$ cat src/tag_cmd_pkg.sv
// Package of command codes, states and timing counts for the tag anticollision link
package tag_cmd_pkg;

    // ------------------------------------------------------------
    // Command codes
    // ------------------------------------------------------------
    localparam logic [7:0] CMD_PREFIX = 8'h06;
    localparam logic [7:0] CMD_START_INV_2ND = 8'h00;
    localparam logic [7:0] CMD_SLOT_ZERO_2ND = 8'h04;
    localparam logic [3:0] PROBE_LOW_CODE = 4'h6;
    localparam logic [7:0] CMD_BLOCK_FETCH = 8'h08;
    localparam logic [7:0] CMD_BLOCK_STORE = 8'h09;
    localparam logic [7:0] CMD_FETCH_UID = 8'h0B;
    localparam logic [7:0] CMD_RETURN_INV = 8'h0C;
    localparam logic [7:0] CMD_CHOOSE_TAG = 8'h0E;
    localparam logic [7:0] CMD_FINISH_PARK = 8'h0F;

    // ------------------------------------------------------------
    // Field positions, reset values and search figures
    // ------------------------------------------------------------
    localparam int SLOT_LSB = 0;
    localparam int SLOT_MSB = 3;
    localparam logic [3:0] LAST_SLOT = 4'hF;
    localparam logic [15:0] LFSR_SEED = 16'hACE1;
    localparam logic [15:0] LFSR_TAPS = 16'hB400;
    localparam logic [7:0] ID_RESET = 8'h00;
    // Reader waits this many cycles plus one for an answer to a probe
    localparam logic [3:0] ANSWER_WAIT = 4'h8;

    // ------------------------------------------------------------
    // Tag life-cycle states
    // ------------------------------------------------------------
    typedef enum logic [4:0] {
        TAG_READY = 5'b00001,
        TAG_INVENTORY = 5'b00010,
        TAG_SELECTED = 5'b00100,
        TAG_DESELECTED = 5'b01000,
        TAG_PARKED = 5'b10000
    } tag_state_t;

    // ------------------------------------------------------------
    // Reader search states
    // ------------------------------------------------------------
    typedef enum logic [6:0] {
        RD_IDLE = 7'b0000001,
        RD_SEND = 7'b0000010,
        RD_SEND2 = 7'b0000100,
        RD_WAIT = 7'b0001000,
        RD_NEXT = 7'b0010000,
        RD_CHOOSE = 7'b0100000,
        RD_DONE = 7'b1000000
    } rd_state_t;

    // Next value of a 16-bit Galois random generator
    function automatic logic [15:0] lfsr_step(input logic [15:0] v);
        lfsr_step = v[0] ? ((v >> 1) ^ LFSR_TAPS) : (v >> 1);
    endfunction

endpackage

$ cat src/tag_link_if.sv
// Interface joining the reader end and the tag end: command bytes down, answers up
`timescale 1ns/10ps
interface tag_link_if;
    logic [7:0] cmd_byte;
    logic cmd_valid;
    logic cmd_last;
    logic [7:0] ans_byte;
    logic ans_valid;

    modport reader_end (output cmd_byte, output cmd_valid, output cmd_last, input ans_byte, input ans_valid);
    modport tag_end (input cmd_byte, input cmd_valid, input cmd_last, output ans_byte, output ans_valid);
endinterface

$ cat src/tag_anticollision_commands.sv
// Tag end: command decoding and anticollision state logic
// Functional notes
// - Reader handles zero, one or many answers
// - After slot 15 reader may choose tag; this reader chooses each tag right after its clean answer
// - Collision seen: reader runs another pass
// - Reader may stop when all identified
// - Start-inventory is 06h then 00h
// - Slot-zero 06h 04h; probe low nibble 6
// - Codes 08h, 09h, 0Bh are recognised
// - Ready plus start: Inventory, new identifier, answer
// - Start answer ignores slot nibble
// - Single tag: start answer alone suffices
// - Slot-zero redraws low nibble, answers on zero
// - Draw nibble first, then compare zero
// - Probe answers when nibble equals slot
// - Matching choose-tag: Selected, answer identifier
// - Only Inventory tags answer searches
`timescale 1ns/10ps
module tag_anticollision_commands
    import tag_cmd_pkg::*;
(
    input wire logic ref_clk,
    input wire logic rst_b,
    tag_link_if.tag_end link,
    output logic [7:0] tag_identifier,
    output logic [4:0] tag_state,
    output logic [7:0] last_cmd,
    output logic last_cmd_known
);

    // ------------------------------------------------------------
    // Registers
    // ------------------------------------------------------------
    tag_state_t state_reg, state_next;
    logic [7:0] id_reg, id_next;
    logic [15:0] lfsr_reg;
    logic prefix_reg, prefix_next;
    logic [7:0] arg_cmd_reg, arg_cmd_next;
    logic arg_wait_reg, arg_wait_next;
    logic [7:0] ans_reg, ans_next;
    logic ans_vld_reg, ans_vld_next;
    logic [7:0] last_reg, last_next;
    logic known_reg, known_next;

    // ------------------------------------------------------------
    // Decode of the received byte
    // ------------------------------------------------------------
    wire logic [7:0] b = link.cmd_byte;
    wire logic [15:0] rnd = lfsr_step(lfsr_reg);
    wire logic in_inv = (state_reg == TAG_INVENTORY);
    wire logic is_prefix = (b == CMD_PREFIX);
    wire logic is_probe = (b[3:0] == PROBE_LOW_CODE) && (b[7:4] != 4'h0);
    wire logic is_start = prefix_reg && (b == CMD_START_INV_2ND);
    wire logic is_slot0 = prefix_reg && (b == CMD_SLOT_ZERO_2ND);
    wire logic is_single = (b == CMD_BLOCK_FETCH) || (b == CMD_BLOCK_STORE) || (b == CMD_FETCH_UID)
        || (b == CMD_RETURN_INV) || (b == CMD_CHOOSE_TAG) || (b == CMD_FINISH_PARK);

    // ------------------------------------------------------------
    // Next-state logic
    // ------------------------------------------------------------
    always_comb
    begin
        state_next = state_reg;
        id_next = id_reg;
        prefix_next = prefix_reg;
        arg_cmd_next = arg_cmd_reg;
        arg_wait_next = arg_wait_reg;
        ans_next = ans_reg;
        ans_vld_next = 1'b0;
        last_next = last_reg;
        known_next = known_reg;
        if (state_reg == TAG_READY)
        begin
            id_next = rnd[7:0]; // Identifier stays random while Ready
        end
        if (link.cmd_valid && state_reg != TAG_PARKED)
        begin
            prefix_next = 1'b0;
            last_next = b;
            known_next = 1'b0;
            if (arg_wait_reg)
            begin
                arg_wait_next = 1'b0;
                known_next = 1'b1;
                if (arg_cmd_reg == CMD_CHOOSE_TAG)
                begin
                    if (b == id_reg && (in_inv || state_reg == TAG_SELECTED))
                    begin
                        state_next = TAG_SELECTED;
                        ans_next = id_reg;
                        ans_vld_next = 1'b1;
                    end
                    else if (state_reg == TAG_SELECTED)
                    begin
                        state_next = TAG_DESELECTED;
                    end
                end
            end
            else if (is_start)
            begin
                known_next = 1'b1;
                if (state_reg == TAG_READY)
                begin
                    state_next = TAG_INVENTORY;
                    id_next = rnd[7:0];
                    ans_next = rnd[7:0];
                    ans_vld_next = 1'b1;
                end
            end
            else if (is_slot0)
            begin
                known_next = 1'b1;
                if (in_inv)
                begin
                    id_next = {id_reg[7:4], rnd[SLOT_MSB:SLOT_LSB]};
                    ans_next = id_next;
                    ans_vld_next = (rnd[SLOT_MSB:SLOT_LSB] == 4'h0);
                end
            end
            else if (is_prefix)
            begin
                prefix_next = 1'b1;
                known_next = 1'b1;
            end
            else if (is_probe)
            begin
                known_next = 1'b1;
                if (in_inv && id_reg[SLOT_MSB:SLOT_LSB] == b[7:4])
                begin
                    ans_next = id_reg;
                    ans_vld_next = 1'b1;
                end
            end
            else if (is_single)
            begin
                known_next = 1'b1;
                if (b == CMD_CHOOSE_TAG)
                begin
                    arg_wait_next = 1'b1;
                    arg_cmd_next = b;
                end
                else if (b == CMD_RETURN_INV && state_reg == TAG_SELECTED)
                begin
                    state_next = TAG_INVENTORY;
                end
                else if (b == CMD_FINISH_PARK && state_reg == TAG_SELECTED)
                begin
                    state_next = TAG_PARKED;
                end
            end
            // Any other byte falls through with no state change
        end
    end

    // ------------------------------------------------------------
    // State registers
    // ------------------------------------------------------------
    always_ff @(posedge ref_clk or negedge rst_b)
    begin
        if (!rst_b)
        begin
            state_reg <= TAG_READY;
            id_reg <= ID_RESET;
            lfsr_reg <= LFSR_SEED;
            prefix_reg <= 1'b0;
            arg_cmd_reg <= 8'h00;
            arg_wait_reg <= 1'b0;
            ans_reg <= 8'h00;
            ans_vld_reg <= 1'b0;
            last_reg <= 8'h00;
            known_reg <= 1'b0;
        end
        else
        begin
            state_reg <= state_next;
            id_reg <= id_next;
            lfsr_reg <= rnd;
            prefix_reg <= prefix_next;
            arg_cmd_reg <= arg_cmd_next;
            arg_wait_reg <= arg_wait_next;
            ans_reg <= ans_next;
            ans_vld_reg <= ans_vld_next;
            last_reg <= last_next;
            known_reg <= known_next;
        end
    end

    // Outputs straight from flip-flops
    assign link.ans_byte = ans_reg;
    assign link.ans_valid = ans_vld_reg;
    assign tag_identifier = id_reg;
    assign tag_state = state_reg;
    assign last_cmd = last_reg;
    assign last_cmd_known = known_reg;

endmodule

$ cat src/flat_wrapper.sv
// flat-port wrapper written by rule: the top's interface ports become plain ports
module tag_anticollision_commands_flat import tag_cmd_pkg::*;
  (ref_clk, rst_b, tag_identifier, tag_state, last_cmd, last_cmd_known, link_cmd_byte, link_cmd_valid, link_cmd_last, link_ans_byte, link_ans_valid);
  tag_link_if link_i ();
  input wire logic ref_clk;
  input wire logic rst_b;
  output logic [7:0] tag_identifier;
  output logic [4:0] tag_state;
  output logic [7:0] last_cmd;
  output logic last_cmd_known;
  input wire logic [$bits(link_i.cmd_byte)-1:0] link_cmd_byte;
  input wire logic [$bits(link_i.cmd_valid)-1:0] link_cmd_valid;
  input wire logic [$bits(link_i.cmd_last)-1:0] link_cmd_last;
  output wire logic [$bits(link_i.ans_byte)-1:0] link_ans_byte;
  output wire logic [$bits(link_i.ans_valid)-1:0] link_ans_valid;
  assign link_i.cmd_byte = link_cmd_byte;
  assign link_i.cmd_valid = link_cmd_valid;
  assign link_i.cmd_last = link_cmd_last;
  assign link_ans_byte = link_i.ans_byte;
  assign link_ans_valid = link_i.ans_valid;
  tag_anticollision_commands u_core (.ref_clk(ref_clk), .rst_b(rst_b), .link(link_i), .tag_identifier(tag_identifier), .tag_state(tag_state), .last_cmd(last_cmd), .last_cmd_known(last_cmd_known));
endmodule
$ cat config.mk
export PLATFORM = sky130hd
export DESIGN_NAME = tag_anticollision_commands_flat
export DESIGN_NICKNAME = d
export VERILOG_FILES = /design/src/tag_cmd_pkg.sv /design/src/tag_link_if.sv /design/src/tag_anticollision_commands.sv /design/src/flat_wrapper.sv
export SDC_FILE = /design/constraint.sdc
export NUM_CORES = 1
export LEC_CHECK = 0
export BUFFER_PORTS_ARGS = -buffer_cell sky130_fd_sc_hd__buf_2
export CAP_MARGIN = 20
export CORE_MARGIN = 4
export CORE_UTILIZATION = 40
export DETAILED_ROUTE_END_ITERATION = 6
export PLACE_DENSITY = 0.61
export SYNTH_ARGS = -nofsm -noshare
export SYNTH_HDL_FRONTEND = slang
export SYNTH_SLANG_ARGS = --single-unit
$ cat constraint.sdc
create_clock -name ref_clk -period 2.6 [get_ports ref_clk]
set_clock_uncertainty 0.1 [all_clocks]
set_input_delay 0.78 -clock ref_clk [delete_from_list [all_inputs] [get_ports ref_clk]]
set_output_delay 0.78 -clock ref_clk [all_outputs]
set_load 0.02 [all_outputs]
[Word level (Yosys, flattened, before mapping)]
Cells that the tools add are included.
Widths: inputs -> output; s select.
Storage, ports and cells
  flip-flop bits (word level): 57
  bits in latches: 0
  bits in writable memories: 0
  bits in read-only memories: 0
  logic and storage cells: 127
  memories kept: 0
Cells by class
  $add $sub $neg: 0
  multiply operators: 0
  div/mod/pow operators: 0
  magnitude comparators: 0
  equal/unequal tests: 27
  shift-type cells: 0
  multiplexer cells: 59
  bitwise gates (word level): 6
  reductions and logical operators: 24
Operators with widths (count)
  $mux 8: 17
  $mux 5: 13
  $eq 8x4->1 const B: 7
  $mux 1: 28
  $eq 8x3->1 const B: 2
  $mux 16: 1
  $reduce_and 8->1: 2
  $reduce_bool 4->1: 4
  $reduce_and 10->1: 1
  $ne 3x2->1 const B: 3
  $eq 8x8->1: 1
  $logic_and 1x1->1: 8
  $logic_not 8->1: 1
  $logic_or 1x1->1: 6
  $ne 3x1->1 const B: 2
  $eq 5x1->1 const B: 1
  $eq 5x2->1 const B: 1
  $eq 5x3->1 const B: 1
  $ne 5x4->1 const B: 1
  $ne 5x5->1 const B: 1
  $not 1->1: 5
  $eq 4x3->1 const B: 1
  $eq 4x4->1: 1
  $logic_not 4->1: 1
  6 further kinds: 7

[Logic depth before layout (Yosys ltp)]
  depth in word-level cells: 12
  depth in mapped cells: 8
  gate-level depth less buffers: 6

[Worst setup path after synthesis]
No wires, ideal clock.
  kind: input-to-reg
  from: input port link_cmd_byte[2]
  to: register u_core.state_reg[1] (netlist: u_core.tag_state[1])
  setup time: 0.125 ns
  arrival: 2.562 ns
  slack: -0.187 ns
  stages: 7
  path buffers: 1
  path through: clkbuf_1 > xor2_1 > nor4_1 > nand4_1 > or4_1 > a21oi_2 > mux2_2
On the way
  longest elaborated chain between the ends: 10
  elaborated cells on any way between the ends: 41
  those cells by class: eq/ne: 16; mux: 10; reduce/logical: 15
Ends and longest elaborated chain
  start: declaration: line flat_wrapper.sv:11  | input wire logic [$bits(link_i.cmd_byte)-1:0] link_cmd_byte;
  $eq 8x4->1: line tag_anticollision_commands.sv:56, tag_anticollision_commands.sv:142
  $logic_and 1x1->1: line tag_anticollision_commands.sv:142  | else if (b == CMD_RETURN_INV && state_reg == TAG_SELECTED)
  $mux 5: line tag_anticollision_commands.sv:142
  $mux 5: line tag_anticollision_commands.sv:137  | if (b == CMD_CHOOSE_TAG)
  $mux 5: line tag_anticollision_commands.sv:134  | else if (is_single)
  $mux 5: line tag_anticollision_commands.sv:125  | else if (is_probe)
  $mux 5: line tag_anticollision_commands.sv:120  | else if (is_prefix)
  $mux 5: line tag_anticollision_commands.sv:110  | else if (is_slot0)
  $mux 5: line tag_anticollision_commands.sv:99  | else if (is_start)
  $mux 5: line tag_anticollision_commands.sv:81  | if (arg_wait_reg)
  end signal: assignment: line tag_anticollision_commands.sv:175  | state_reg <= state_next;
  end: declaration: line tag_anticollision_commands.sv:34  | tag_state_t state_reg, state_next;
Several ways; a longest one is shown, not always the timed one. The select of a mux whose other input is x is not followed.
A chain may end at the register's enable or synchronous reset.

[Worst setup path after layout]
  from: register u_core.state_reg[4] (netlist: u_core.tag_state[4])
  to: register u_core.state_reg[1] (netlist: u_core.tag_state[1])
On the way
  longest elaborated chain between the ends: 10
  elaborated cells on any way between the ends: 23
  those cells by class: eq/ne: 6; mux: 10; reduce/logical: 7
Ends and longest elaborated chain (line)
  $eq 5x3->1
  $logic_and 1x1->1: tag_anticollision_commands.sv:142
  $mux 5: tag_anticollision_commands.sv:142
  $mux 5: tag_anticollision_commands.sv:137
  $mux 5: tag_anticollision_commands.sv:134
  $mux 5: tag_anticollision_commands.sv:125
  $mux 5: tag_anticollision_commands.sv:120
  $mux 5: tag_anticollision_commands.sv:110
  $mux 5: tag_anticollision_commands.sv:99
  $mux 5: tag_anticollision_commands.sv:81
Several ways; a longest one is shown, not always the timed one. The select of a mux whose other input is x is not followed.

==> impl_metrics.env <==
export IMPL_start_kind="flop"
export IMPL_worst_setup_path_type="reg -> reg"
export IMPL_dieArea_um2=7606
export IMPL_cellPowerDensity_nw_per_um2=599.9
export IMPL_synth_nets=217
export IMPL_start_util=0.4190
export IMPL_place_inst=343
export IMPL_synthFlopType="dfrtp_1"
export IMPL_max_vdd_ir_drop_v=0.0003607
export IMPL_synth_avg_cell_area_um2=12.24
export IMPL_cp_max_fo=3
export IMPL_vias=1786
export IMPL_grt_setup_unrepaired="false"
export IMPL_fmaxAchievable_ghz=0.4020
export IMPL_synth_top_area_frac=0.4786
export IMPL_setup_viol=0
export IMPL_max_slew_worst_pin_slew_ns=0.5126
export IMPL_placed_cell_area_um2=3042
export IMPL_ant_nets=0
export IMPL_ys_ff_latch=57
export IMPL_fin_crit_sh=0.9568
export IMPL_min_path_type="reg -> reg"
export IMPL_h_tree_depth=3
export IMPL_synthTopCellsByCount="48 x dfrtp_1, 28 x mux2_2, 23 x nand2_1"
export IMPL_drtIter0Drc=62
export IMPL_area_growth_syn_to_layout_pct=30.91
export IMPL_clk_path_buf_depth=2
export IMPL_largest_reg_flops=16
export IMPL_synth_edff_count=0
export IMPL_drive_gt1_frac=0.4930
export IMPL_hpwl_um=4053
export IMPL_dr_pass1_iters=4
export IMPL_antenna_found_initial=0
export IMPL_grt_pass1_vias=1861
export IMPL_synth_top_area_cell="dfrtp_1"
export IMPL_status="complete, no violations"
export IMPL_io_pins=43
export IMPL_cts_sink_count=57
export IMPL_synth_cells=205
export IMPL_yosysMostFrequentCell="dfrtp_1"
export IMPL_nNetsFinal=291
export IMPL_track_usage=0.1621
export IMPL_numPortBuffers=41
export IMPL_finalMaxSlewViolations=0
export IMPL_gp_congestion=0.8740
export IMPL_drv_cap=0
export IMPL_cts_buffers=9
export IMPL_synth_area_top_cells="dfrtp_1 48%, mux2_2 13%, dfstp_2 9.4%, xor2_1 4.5%, nand2_1 3.4%"
export IMPL_die_y_um=87.22
export IMPL_clk_latency_ns=0.33
export IMPL_post_drt_via_cell_ratio=4.975
export IMPL_gr_total_overflow=0
export IMPL_avgRoutedWirePerCell_um=15.45
export IMPL_grt_pass1_wl_um=9321
export IMPL_cts_tree="built"
export IMPL_grt_max_degree=39
export IMPL_synth_area_um2=2510
export IMPL_fillCellCount=534
export IMPL_clk_pin_slew_ns=0.07
export IMPL_instances_no_fill=359
export IMPL_crit_chain="or3_4 > nor4_2 > nand4_1 > or4_4 > a21oi_4 > mux2_4"
export IMPL_fin_area_um2=3286
export IMPL_slowest_delay_ns=0.58
export IMPL_coreArea_um2=5991
export IMPL_ys_seq_area_frac=0.5728
export IMPL_yosysWarningCount=0
export IMPL_die_w_um=87.22
export IMPL_crit_required_ns=2.71
export IMPL_drt_total_wl_um=5547
export IMPL_ys_async_sr_fraction=1.000
export IMPL_n_antenna_cell=0
export IMPL_critical_path_slowest_cell="or4_4"
export IMPL_num_rows=28
export IMPL_slew_headroom=0.6583
export IMPL_ys_types=38
export IMPL_cts_root_buffer_cell="clkbuf_8"
export IMPL_p_leak_nw=1.680
export IMPL_worst_setup_path_end_kind="flop"
export IMPL_ctsHoldBuffers=0
export IMPL_final_hold_viol_count=0
export IMPL_arrival_ns=2.60
export IMPL_drcViolationCount=0
export IMPL_min_period_ns=2.488
## final cells by class
cell class	count	area, um2	share of cell area
Sequential cell	57	1438	0.4375
Multi-Input combinational cell	137	1061	0.3229
Timing Repair Buffer	71	455.4	0.1386
Clock buffer	9	123.9	0.03770
Clock inverter	7	102.6	0.03123
Tap cell	75	93.84	0.02856
Inverter	3	11.26	0.003427
## path summary, 6_finish.rpt
path	start	end	slack [ns]	cells past startpoint
setup reg to reg	u_core.tag_state[4]	u_core.tag_state[1]	0.11	6
max in group asynchronous	rst_b	u_core.lfsr_reg[6]	1.44	2
hold / removal	u_core.lfsr_reg[9]	u_core.lfsr_reg[8]	0.26	0
min in group asynchronous	rst_b	u_core.arg_cmd_reg[5]	0.32	1
hold reg to reg	u_core.lfsr_reg[9]	u_core.lfsr_reg[8]	0.26	0
setup / recovery	u_core.tag_state[4]	u_core.tag_state[1]	0.11	6
## per-stage QoR
step,power [mW],TNS (ns),setup slack [ns],hold WS [ns],util
floorplan,0.9931,-0.05341,-0.05341,0.2312,-
global placement,1.064,-1.276,-0.1887,0.2334,0.5077
detailed placement,1.066,-1.389,-0.2119,0.2404,0.5077
CTS,2.002,0,0.07180,0.2620,0.5455
global route,2.062,0,0.01471,0.2652,0.5485
finish,1.971,0,0.1124,0.2557,0.5485
## critical path, delay by kind of cell (launching register included)
family / cells / cell delay [ns]
mux: 1 / 0.31
flops: 1 / 0.38
simple gates: 4 / 1.43
compound gates: 1 / 0.15
## cell families after synthesis
logic type	after synthesis	share of synthesized area
AND/OR/NAND/NOR	74	0.1665
XOR/XNOR	16	0.05583
multiplexers	28	0.1256
AO/OA/AOI/OAI	19	0.06182
flip-flops	57	0.5728
buffers and inverters	11	0.01745
## routing by layer
metal / share of wire / vias up / GRT usage
met5: 0 / - / 0
met4: 0.0074 / 0 / 0.07113
met3: 0.053 / 6 / 0.03879
met2: 0.45 / 43 / 0.2312
met1: 0.49 / 864 / 0.2342
li1: - / 873 / -
## cell usage in the layout (no fill, tap or decap), types with 2 or more instances in the layout
cell	n
nor2_1	6
mux2_2	27
nand3_1	3
buf_2	41
clkbuf_8	9
nand2_1	23
nor4_1	6
xor2_1	13
o21ai_0	6
a31o_2	2
nor2b_1	10
and3_1	3
buf_4	28
inv_1	3
or3_4	2
or2_2	4
nor3b_1	2
bufinv_16	2
dfstp_2	9
xnor2_1	3
nand4_1	3
clkinv_4	3
nor4_2	2
dfrtp_1	48
nor3_1	2
o31ai_1	2
and4_1	2
buf_12	2
## where the power goes
part	internal (mW)	switching [mW]	leakage (nW)
clock network	0.547	0.376	0.110
logic	0.0563	0.0802	0.826
registers	0.904	0.00786	0.744
total	1.51	0.464	1.68
## repair_timing
action                     in CTS  in global routing
setup buffers                   0                  0
hold endpoints to repair        0                  0
setup endpoints to repair       0                  1
resized for setup               0                  3
No activity file was read; power rests on OpenSTA's default activity.
